### config.mk
export PLATFORM = sky130hd
export DESIGN_NAME = pwt_watchdog
export DESIGN_NICKNAME = d
export VERILOG_FILES = /design/src/rtl/pwt_pkg.sv /design/src/rtl/pwt_watchdog.sv
export SDC_FILE = /design/constraint.sdc
export NUM_CORES = 1
export LEC_CHECK = 0
export BUFFER_PORTS_ARGS = -buffer_cell sky130_fd_sc_hd__buf_2
export CAP_MARGIN = 15
export CORE_MARGIN = 5
export CORE_UTILIZATION = 53
export DETAILED_ROUTE_END_ITERATION = 10
export HOLD_SLACK_MARGIN = 0.02
export PLACE_DENSITY = 0.8
export SYNTH_ARGS = -nofsm -noshare
export SYNTH_HDL_FRONTEND = slang
export SYNTH_SLANG_ARGS = --single-unit
### constraint.sdc
create_clock -name i_mclk -period 3.4 [get_ports i_mclk]
set_input_delay 0.68 -clock i_mclk [delete_from_list [all_inputs] [get_ports i_mclk]]
set_output_delay 0.68 -clock i_mclk [all_outputs]
set_load 0.01 [all_outputs]
### src/rtl/pwt_pkg.sv
// pwt_pkg: register map, field positions and constants of the watchdog.
// assumes 8-bit registers, each on one aligned 32-bit Avalon word.
package pwt_pkg;

  // register indices; byte address is four times the index
  localparam logic [15:0] PWT_IDX_PROCESSOR_MODE_ONE = 16'h0005;
  localparam logic [15:0] PWT_IDX_WATCHDOG_REFRESH   = 16'h000D;
  localparam logic [15:0] PWT_IDX_WATCHDOG_START     = 16'h000E;
  localparam logic [15:0] PWT_IDX_WATCHDOG_CONTROL   = 16'h000F;
  localparam logic [15:0] PWT_IDX_CLOCK_GUARD_MODE   = 16'h001C;
  localparam logic [15:0] PWT_IDX_OPTION_BYTE_TWO    = 16'hFFDB;
  localparam logic [15:0] PWT_IDX_OPTION_BYTE_ONE    = 16'hFFFF;

  localparam int          PWT_ADDR_W = 18;
  localparam int          PWT_CNT_W  = 14;
  localparam int          PWT_PRE_W  = 7;

  // field positions
  localparam int          PWT_BIT_UNDERFLOW_ACTION  = 2;
  localparam int          PWT_BIT_PRESCALER_SELECT  = 7;
  localparam int          PWT_BIT_CLOCK_GUARD       = 7;
  localparam int          PWT_BIT_AUTO_START        = 0;
  localparam int          PWT_BIT_GUARD_AT_RESET    = 7;
  localparam int          PWT_BIT_PERIOD_LO         = 0;
  localparam int          PWT_BIT_WINDOW_LO         = 2;

  // reset values and masks
  localparam logic [7:0]  PWT_RST_PROCESSOR_MODE    = 8'h00;
  localparam logic [7:0]  PWT_PM1_STORED_MASK       = 8'h83;
  localparam logic [7:0]  PWT_RST_CONTROL_LOW       = 8'h3F;
  localparam logic [7:0]  PWT_ERASED_BYTE           = 8'hFF;

  // refresh sequence values
  localparam logic [7:0]  PWT_REFRESH_FIRST         = 8'h00;
  localparam logic [7:0]  PWT_REFRESH_SECOND        = 8'hFF;

  // counter initial values per underflow-period code
  localparam logic [13:0] PWT_INIT_CODE0            = 14'h03FF;
  localparam logic [13:0] PWT_INIT_CODE1            = 14'h0FFF;
  localparam logic [13:0] PWT_INIT_CODE2            = 14'h1FFF;
  localparam logic [13:0] PWT_INIT_CODE3            = 14'h3FFF;

  // prescaler tick masks: divide-by-16, divide-by-128, divide-by-2
  localparam logic [6:0]  PWT_DIV16_MASK            = 7'h0F;
  localparam logic [6:0]  PWT_DIV128_MASK           = 7'h7F;
  localparam logic [6:0]  PWT_DIV2_MASK             = 7'h01;

endpackage : pwt_pkg

### src/rtl/pwt_watchdog.sv
// pwt_watchdog: program watchdog timer with refresh window and clock guard.
// assumes Avalon-MM master on i_mclk, option bytes and mode pins from outside.
//
// Contract
// 14-bit down counter ticks per prescaled source
// cpu clock prescaled, or low-speed oscillator guarded
// auto-start option bit sampled at reset
// any start register write starts counter
// stop/wait halts unless guard mode on
// 00h then FFh to refresh reloads
// reload on reset, refresh, underflow
// software refreshes only while counting
// underflow gives interrupt or reset per select
// action select bit sets on 1, sticky
// guard mode forces action select to one
// software unlocks mode register before writing
// prescaler select: divide-by-16 or divide-by-128
// control low bits show live counter slice
// control bit 6 reads 0, reset 3Fh
// guard bit set by 0 then 1 only
// option bit 7 sets guard at reset
// period field picks counter initial value
// window field picks 25 to 100 percent
// option bytes read at every reset
// software keeps option reserved bits at one
// low-speed cpu clock makes divide-by-2
// refresh outside window acts as underflow
// guard mode switches on low-speed oscillator
// only FFh right after 00h refreshes
// prescaler cleared only by reset
//
// Local design decision: register access over Avalon-MM.
`timescale 1ns/1ps

module pwt_watchdog (
  // clock and reset
  input  wire logic        i_mclk,
  input  wire logic        i_rst_n,
  // avalon-mm slave
  input  wire logic [17:0] i_address,
  input  wire logic        i_read,
  input  wire logic        i_write,
  input  wire logic [31:0] i_writedata,
  output logic      [31:0] o_readdata,
  output logic             o_waitrequest,
  // flash option bytes and chip state
  input  wire logic [7:0]  i_option_byte_one,
  input  wire logic [7:0]  i_option_byte_two,
  input  wire logic        i_stop_wait_mode,
  input  wire logic        i_low_speed_cpu_clock_select,
  input  wire logic        i_low_speed_osc_clk,
  // watchdog events
  output logic             o_wdt_irq,
  output logic             o_wdt_reset,
  output logic             o_low_speed_osc_enable
);

  // input synchronisers
  logic [7:0]  opt1_s1_reg;
  logic [7:0]  opt1_s2_reg;
  logic [7:0]  opt2_s1_reg;
  logic [7:0]  opt2_s2_reg;
  logic [2:0]  pin_s1_reg;
  logic [2:0]  pin_s2_reg;
  logic        osc_prev_reg;

  always_ff @(posedge i_mclk) begin
    opt1_s1_reg  <= i_option_byte_one;
    opt1_s2_reg  <= opt1_s1_reg;
    opt2_s1_reg  <= i_option_byte_two;
    opt2_s2_reg  <= opt2_s1_reg;
    pin_s1_reg   <= {i_low_speed_osc_clk, i_low_speed_cpu_clock_select, i_stop_wait_mode};
    pin_s2_reg   <= pin_s1_reg;
    osc_prev_reg <= pin_s2_reg[2];
  end

  wire stop_wait = pin_s2_reg[0];
  wire low_cpu   = pin_s2_reg[1];
  wire osc_rise  = pin_s2_reg[2] & ~osc_prev_reg;

  // option snapshot, caught while reset is held
  logic [7:0]  opt1_reg;
  logic [7:0]  opt2_reg;

  always_ff @(posedge i_mclk) begin
    if (!i_rst_n) begin
      opt1_reg <= opt1_s2_reg;
      opt2_reg <= opt2_s2_reg;
    end
  end

  // state
  logic        waitreq_reg;
  logic [31:0] readdata_reg;
  logic        boot_reg;
  logic        running_reg;
  logic        guard_reg;
  logic        guard_arm_reg;
  logic        action_reg;
  logic [7:0]  pm1_reg;
  logic        presel_reg;
  logic        refresh_arm_reg;
  logic [13:0] count_reg;
  logic [6:0]  pre_reg;
  logic        irq_reg;
  logic        wrst_reg;

  // bus decode
  wire         req      = i_read | i_write;
  wire         accept   = req & ~waitreq_reg;
  wire         wr_acc   = accept & i_write;
  wire         aligned  = (i_address[1:0] == 2'b00);
  wire [15:0]  idx      = i_address[17:2];
  wire         sel_pm1  = aligned & (idx == pwt_pkg::PWT_IDX_PROCESSOR_MODE_ONE);
  wire         sel_ref  = aligned & (idx == pwt_pkg::PWT_IDX_WATCHDOG_REFRESH);
  wire         sel_st   = aligned & (idx == pwt_pkg::PWT_IDX_WATCHDOG_START);
  wire         sel_ctl  = aligned & (idx == pwt_pkg::PWT_IDX_WATCHDOG_CONTROL);
  wire         sel_grd  = aligned & (idx == pwt_pkg::PWT_IDX_CLOCK_GUARD_MODE);
  wire         sel_opt2 = aligned & (idx == pwt_pkg::PWT_IDX_OPTION_BYTE_TWO);
  wire         sel_opt1 = aligned & (idx == pwt_pkg::PWT_IDX_OPTION_BYTE_ONE);
  wire [7:0]   wbyte    = i_writedata[7:0];

  // option fields
  wire         auto_start_select = opt1_reg[pwt_pkg::PWT_BIT_AUTO_START];
  wire         clock_guard_at_reset = ~opt1_reg[pwt_pkg::PWT_BIT_GUARD_AT_RESET];
  wire [1:0]   period_code = opt2_reg[pwt_pkg::PWT_BIT_PERIOD_LO +: 2];
  wire [1:0]   window_code = opt2_reg[pwt_pkg::PWT_BIT_WINDOW_LO +: 2];

  // initial value and refresh window
  logic [13:0] init_val;
  logic [5:0]  count_slice;
  always_comb begin
    unique case (period_code)
      2'b00: begin
        init_val    = pwt_pkg::PWT_INIT_CODE0;
        count_slice = count_reg[5:0];
      end
      2'b01: begin
        init_val    = pwt_pkg::PWT_INIT_CODE1;
        count_slice = count_reg[7:2];
      end
      2'b10: begin
        init_val    = pwt_pkg::PWT_INIT_CODE2;
        count_slice = count_reg[8:3];
      end
      2'b11: begin
        init_val    = pwt_pkg::PWT_INIT_CODE3;
        count_slice = count_reg[9:4];
      end
    endcase
  end

  // window is the last quarter(s) of the period before underflow
  wire [14:0]  period_len = {1'b0, init_val} + 15'h0001;
  wire [14:0]  quarter    = period_len >> 2;
  wire [16:0]  win_limit  = 17'(quarter * ({13'h0000, window_code} + 15'h0001));
  wire         in_window  = ({3'b000, count_reg} < win_limit);

  // refresh sequence
  wire wr_ref      = wr_acc & sel_ref;
  wire ref_pair    = wr_ref & refresh_arm_reg & (wbyte == pwt_pkg::PWT_REFRESH_SECOND);
  wire ref_ok      = ref_pair & running_reg & in_window;
  wire ref_bad     = ref_pair & running_reg & ~in_window;

  // count source
  wire counting    = running_reg & ~boot_reg & (guard_reg | ~stop_wait);
  wire [6:0] pmask = low_cpu ? pwt_pkg::PWT_DIV2_MASK :
                     presel_reg ? pwt_pkg::PWT_DIV128_MASK : pwt_pkg::PWT_DIV16_MASK;
  wire cpu_tick    = ((pre_reg & pmask) == pmask);
  wire tick        = counting & (guard_reg ? osc_rise : cpu_tick);
  wire underflow   = tick & (count_reg == 14'h0000);
  wire fire        = underflow | ref_bad;

  // next values
  wire guard_set   = wr_acc & sel_grd & guard_arm_reg & wbyte[pwt_pkg::PWT_BIT_CLOCK_GUARD];
  wire pm1_wr      = wr_acc & sel_pm1;
  wire action_next = action_reg | guard_set |
                     (pm1_wr & wbyte[pwt_pkg::PWT_BIT_UNDERFLOW_ACTION]);
  wire [13:0] count_next = (ref_ok | fire) ? init_val :
                           tick ? count_reg - 14'h0001 : count_reg;

  // action select lives in its own sticky flop, merged back in on reads
  wire  [7:0] pm1_view = pm1_reg | (8'(action_reg) << pwt_pkg::PWT_BIT_UNDERFLOW_ACTION);
  logic [7:0] rd_byte;
  always_comb begin
    rd_byte = 8'h00;
    if (sel_pm1) rd_byte = pm1_view;
    if (sel_ctl) rd_byte = {presel_reg, 1'b0, count_slice};
    if (sel_grd) rd_byte = {guard_reg, 7'h00};
    if (sel_opt2) rd_byte = opt2_reg;
    if (sel_opt1) rd_byte = opt1_reg;
  end

  // bus handshake: one wait cycle, then answer
  always_ff @(posedge i_mclk) begin
    if (!i_rst_n) begin
      waitreq_reg  <= 1'b1;
      readdata_reg <= 32'h0000_0000;
    end else begin
      waitreq_reg  <= ~(req & waitreq_reg);
      if (req & waitreq_reg & i_read) begin
        readdata_reg <= {24'h00_0000, rd_byte};
      end
    end
  end

  // control registers
  always_ff @(posedge i_mclk) begin
    if (!i_rst_n) begin
      boot_reg        <= 1'b1;
      running_reg     <= 1'b0;
      guard_reg       <= 1'b0;
      guard_arm_reg   <= 1'b0;
      action_reg      <= 1'b0;
      pm1_reg         <= pwt_pkg::PWT_RST_PROCESSOR_MODE;
      presel_reg      <= pwt_pkg::PWT_RST_CONTROL_LOW[7];
      refresh_arm_reg <= 1'b0;
    end else if (boot_reg) begin
      boot_reg    <= 1'b0;
      running_reg <= ~auto_start_select;
      guard_reg   <= clock_guard_at_reset;
      action_reg  <= clock_guard_at_reset;
    end else begin
      if (wr_acc & sel_st) begin
        running_reg <= 1'b1;
      end
      if (guard_set) begin
        guard_reg <= 1'b1;
      end
      if (wr_acc & sel_grd) begin
        guard_arm_reg <= ~wbyte[pwt_pkg::PWT_BIT_CLOCK_GUARD];
      end
      action_reg <= action_next;
      if (pm1_wr) begin
        pm1_reg <= wbyte & pwt_pkg::PWT_PM1_STORED_MASK;
      end
      if (wr_acc & sel_ctl) begin
        presel_reg <= wbyte[pwt_pkg::PWT_BIT_PRESCALER_SELECT];
      end
      if (wr_ref) begin
        refresh_arm_reg <= (wbyte == pwt_pkg::PWT_REFRESH_FIRST);
      end
    end
  end

  // counter and prescaler
  always_ff @(posedge i_mclk) begin
    if (!i_rst_n) begin
      count_reg <= pwt_pkg::PWT_INIT_CODE3;
      pre_reg   <= 7'h00;
    end else begin
      if (boot_reg) begin
        count_reg <= init_val;
      end else begin
        count_reg <= count_next;
      end
      if (counting & ~guard_reg) begin
        pre_reg <= pre_reg + 7'h01;
      end
    end
  end

  // events: one-cycle pulses
  always_ff @(posedge i_mclk) begin
    if (!i_rst_n) begin
      irq_reg  <= 1'b0;
      wrst_reg <= 1'b0;
    end else begin
      irq_reg  <= fire & ~action_reg & ~guard_reg;
      wrst_reg <= fire & (action_reg | guard_reg);
    end
  end

  assign o_waitrequest          = waitreq_reg;
  assign o_readdata             = readdata_reg;
  assign o_wdt_irq              = irq_reg;
  assign o_wdt_reset            = wrst_reg;
  assign o_low_speed_osc_enable = guard_reg;

  // checks
  bus_answer_a: assert property (@(posedge i_mclk) disable iff (!i_rst_n)
    (req && waitreq_reg) |=> !waitreq_reg)
    else $error("bus request not answered in one cycle");

  start_run_a: assert property (@(posedge i_mclk) disable iff (!i_rst_n)
    (wr_acc && sel_st && !boot_reg) |=> running_reg)
    else $error("start write did not start the counter");

  stop_hold_a: assert property (@(posedge i_mclk) disable iff (!i_rst_n)
    (stop_wait && !guard_reg && !boot_reg && !ref_ok && !ref_bad) |=> $stable(count_reg))
    else $error("counter moved in stop or wait mode");

  refresh_reload_a: assert property (@(posedge i_mclk) disable iff (!i_rst_n)
    (ref_ok && !boot_reg) |=> (count_reg == $past(init_val)))
    else $error("accepted refresh did not reload");

  underflow_event_a: assert property (@(posedge i_mclk) disable iff (!i_rst_n)
    (underflow && !boot_reg) |=> (o_wdt_irq != o_wdt_reset) && (count_reg == $past(init_val)))
    else $error("underflow gave no single event or no reload");

  guard_reset_a: assert property (@(posedge i_mclk) disable iff (!i_rst_n)
    guard_reg |-> ##1 !o_wdt_irq)
    else $error("interrupt raised in guard mode");

  action_sticky_a: assert property (@(posedge i_mclk) disable iff (!i_rst_n)
    action_reg |=> action_reg)
    else $error("action select bit cleared");

  guard_forces_a: assert property (@(posedge i_mclk) disable iff (!i_rst_n)
    guard_reg |-> action_reg)
    else $error("guard mode without reset action");

  guard_nofall_a: assert property (@(posedge i_mclk) disable iff (!i_rst_n)
    (guard_reg && !boot_reg) |=> guard_reg)
    else $error("guard bit cleared by software");

  bad_refresh_a: assert property (@(posedge i_mclk) disable iff (!i_rst_n)
    ref_bad |=> (o_wdt_irq || o_wdt_reset))
    else $error("out-of-window refresh raised no event");

  ctl_bit6_a: assert property (@(posedge i_mclk) disable iff (!i_rst_n)
    (!o_waitrequest && $past(i_read && sel_ctl)) |-> (o_readdata[6] == 1'b0))
    else $error("control bit 6 read as one");

  boot_start_a: assert property (@(posedge i_mclk) disable iff (!i_rst_n)
    boot_reg |=> (running_reg == !$past(auto_start_select)))
    else $error("auto-start option not applied at boot");

  guard_boot_a: assert property (@(posedge i_mclk) disable iff (!i_rst_n)
    boot_reg |=> (guard_reg == $past(clock_guard_at_reset)))
    else $error("guard option not applied at boot");

  div2_rate_a: assert property (@(posedge i_mclk) disable iff (!i_rst_n)
    (counting && !guard_reg && low_cpu && !cpu_tick) |=> (cpu_tick || !low_cpu))
    else $error("low-speed cpu clock did not tick every second cycle");

  refresh_cancel_a: assert property (@(posedge i_mclk) disable iff (!i_rst_n)
    (wr_ref && !boot_reg && (wbyte != pwt_pkg::PWT_REFRESH_FIRST)) |=> !refresh_arm_reg)
    else $error("refresh sequence not cancelled");

  refresh_phase_a: assert property (@(posedge i_mclk) disable iff (!i_rst_n)
    (ref_ok && counting && !guard_reg) |=> (pre_reg == 7'($past(pre_reg) + 7'h01)))
    else $error("refresh disturbed the prescaler");

  event_pulse_a: assert property (@(posedge i_mclk) disable iff (!i_rst_n)
    (o_wdt_irq || o_wdt_reset) |=> !(o_wdt_irq || o_wdt_reset))
    else $error("watchdog event longer than one cycle");

endmodule // pwt_watchdog

==> impl_metrics.env <==
export IMPL_p_leak_uw=0.002010
export IMPL_yosysUniqueCellTypes=65
export IMPL_synthesis_instances=420
export IMPL_worst_pin_slew_ps=1116
export IMPL_drt_initial_drc_count=303
export IMPL_rsz0062_at_grt="false"
export IMPL_critPathMaxStageDelay_ps=510
export IMPL_port_buffer_count=60
export IMPL_slew_headroom=0.2551
export IMPL_cp_data_required_time_ps=3680
export IMPL_finalSetupViolations=0
export IMPL_initial_core_util=0.5362
export IMPL_ys_ff_latch=97
export IMPL_ys_seq_area_frac=0.4819
export IMPL_nNetsFinal=575
export IMPL_vdd_ir_drop_max_mv=0.3591
export IMPL_synth_flop_cell="dfxtp_1"
export IMPL_synth_avg_cell_area_sq_um=10.38
export IMPL_cts_tree="yes"
export IMPL_detail_route_antenna_nets=0
export IMPL_drive_gt1_frac=0.2127
export IMPL_die_w_microns=100.7
export IMPL_cts_htree_levels=3
export IMPL_wl_per_cell_microns=15.79
export IMPL_drc_errors=0
export IMPL_die_area_sq_mm=0.01014
export IMPL_finalCoreUtilization=0.6031
export IMPL_cts_buffers=9
export IMPL_gr_total_overflow=0
export IMPL_path_clk_slew_ps=100
export IMPL_critical_path_buf_inv_count=0
export IMPL_grt_first_pass_wirelength_microns=15410
export IMPL_cp_cell_sequence="ha_1 > nor3b_1 > fa_1 > fa_1 > xnor2_1 > ha_1 > o21ai_0 > a21o_1 > a2111oi_2"
export IMPL_n_antenna_cell=0
export IMPL_criticalPathCategory="reg2reg"
export IMPL_min_path_type="reg2reg"
export IMPL_viasPerCell=5.822
export IMPL_chipHeight_microns=100.7
export IMPL_tns_ps=0
export IMPL_arrival_ps=3470
export IMPL_gp_congestion=0.9262
export IMPL_async_flop_share=0
export IMPL_io_pins=109
export IMPL_num_vias=3458
export IMPL_area_growth_pct=12.48
export IMPL_cp_top_family="adder cells"
export IMPL_finalClockSkew_ps=10.78
export IMPL_synth_edf_count=16
export IMPL_end_kind="flop"
export IMPL_firstDrtPassIters=6
export IMPL_power_uw=2236
export IMPL_post_cts_buffers=0
export IMPL_post_route_period_util=0.9392
export IMPL_final_max_slew_viol_count=0
export IMPL_root_buffer="clkbuf_8"
export IMPL_period_minus_slack_ps=3193
export IMPL_grt_usage=0.1912
export IMPL_cts_buffer_depth=2
export IMPL_grt_pass1_vias=3321
export IMPL_cts_resized=0
export IMPL_syn_area_sq_mm=0.004362
export IMPL_yosysWarnings=0
export IMPL_cts_hold_buf=0
export IMPL_power_density_mw_per_mm2=455.7
export IMPL_maxCapViolations=0
export IMPL_clk_insertion_delay_late_ps=370
export IMPL_finalHoldViolCount=0
export IMPL_antenna_found_initial=0
export IMPL_start_kind="flop"
export IMPL_largest_reg_flops=14
export IMPL_coreArea_sq_mm=0.008134
export IMPL_crit_fanout=6
export IMPL_wirelength_microns=9380
export IMPL_rows=33
export IMPL_status="complete, no violations"
export IMPL_dp_hpwl_microns=6927
export IMPL_fmax_ghz=0.3132
export IMPL_cts_sinks=97
export IMPL_crit_slowest_cell="fa_1"
export IMPL_fillers=661
export IMPL_grt_max_degree=34
power by group:
part | internal (uW) | total, uW | switching, uW
Clock | 363 | 805 | 442
Sequential | 1220 | 1240 | 28.5
Combinational | 75.2 | 187 | 111
Total | 1650 | 2240 | 582
final cells by class:
cell class	instances	area, sq um	area share
Tap cell	105	131.4	0.02678
Clock buffer	9	123.9	0.02525
Multi-Input combinational cell	295	2048	0.4175
Inverter	14	52.55	0.01071
Timing Repair Buffer	67	352.8	0.07192
Clock inverter	7	95.09	0.01938
Sequential cell	97	2102	0.4285
logic make-up (layout without fill, tap and decap cells):
family	Yosys count	after routing	share of synthesized area
and+or+nand+nor	159	159	0.1999
DFF	97	97	0.4819
AOI/OAI and AO/OA	66	66	0.1156
buffers and inverters	51	97	0.06827
adders and majority gates	18	18	0.05508
muxes	16	16	0.05422
xor gates and xnor gates	12	12	0.02410
other	1	24	0.0008598
metrics by stage:
stage | cells | setup WS [ps] | hold slack, ps | cell area (sq um)
after floorplan | 443 | 306.3 | 309.6 | 4448
after global placement | 578 | 305.6 | 310.4 | 4687
after detailed placement | 578 | 211.2 | 312.1 | 4687
after CTS | 594 | 184.0 | 331.7 | 4906
after global routing | 594 | 21.73 | 341.6 | 4906
final | 594 | 206.7 | 330.5 | 4906
worst paths after layout:
| kind | startpoint | cells after the start | to | slack [ps] |
|---|---|---|---|---|
| max | opt2_reg[2] | 9 | o_wdt_reset | 210 |
| min | opt2_s1_reg[7] | 0 | opt2_s2_reg[7] | 330 |
| max reg2reg | opt2_reg[2] | 9 | o_wdt_reset | 210 |
| min reg2reg | opt2_s1_reg[7] | 0 | opt2_s2_reg[7] | 330 |
cell usage after synthesis (3+ instances only):
cell type / n / area share
a211oi_1: 4 / 0.0069
a21oi_1: 13 / 0.015
a221oi_1: 4 / 0.0080
a31oi_1: 4 / 0.0057
a41oi_1: 3 / 0.0060
and2_1: 4 / 0.0057
and3_1: 6 / 0.0086
buf_4: 25 / 0.043
clkbuf_1: 9 / 0.0077
dfxtp_1: 81 / 0.37
edfxtp_1: 16 / 0.11
ha_1: 16 / 0.046
inv_1: 14 / 0.012
mux2i_1: 9 / 0.021
mux4_2: 6 / 0.031
nand2_1: 25 / 0.022
nand2b_1: 4 / 0.0057
nand3_1: 17 / 0.020
nand3b_1: 3 / 0.0052
nand4_1: 13 / 0.019
nor2_1: 32 / 0.028
nor3_1: 15 / 0.017
nor3b_1: 4 / 0.0069
nor4_1: 11 / 0.016
o211ai_1: 3 / 0.0052
o21a_1: 4 / 0.0069
o21ai_0: 9 / 0.010
o31ai_1: 3 / 0.0052
or4_1: 7 / 0.012
xnor2_1: 5 / 0.010
xor2_1: 7 / 0.014
layer usage:
layer  global-route usage  up-vias  part of all wire
met2               0.3149      146              0.50
met4              0.07150        0             0.017
met3              0.05190       19             0.087
li1                     -     1646                 -
met5                    0        -                 0
met1               0.2396     1647              0.40
cells in the final DEF, fill, tap and decap left out, drive strengths merged, types with 5 or more instances in the layout:
cell    instances
nor2           33
ha             16
nand4          13
o21ai           9
edfxtp         16
nor3           15
xor2            7
mux2i           9
nor4           12
and3            8
nand3          17
xnor2           5
nand2          25
buf            67
conb           24
and2            5
a21oi          13
mux4            6
or4             7
dfxtp          81
inv            18
clkbuf          9
(Power assumes the default switching activity.)
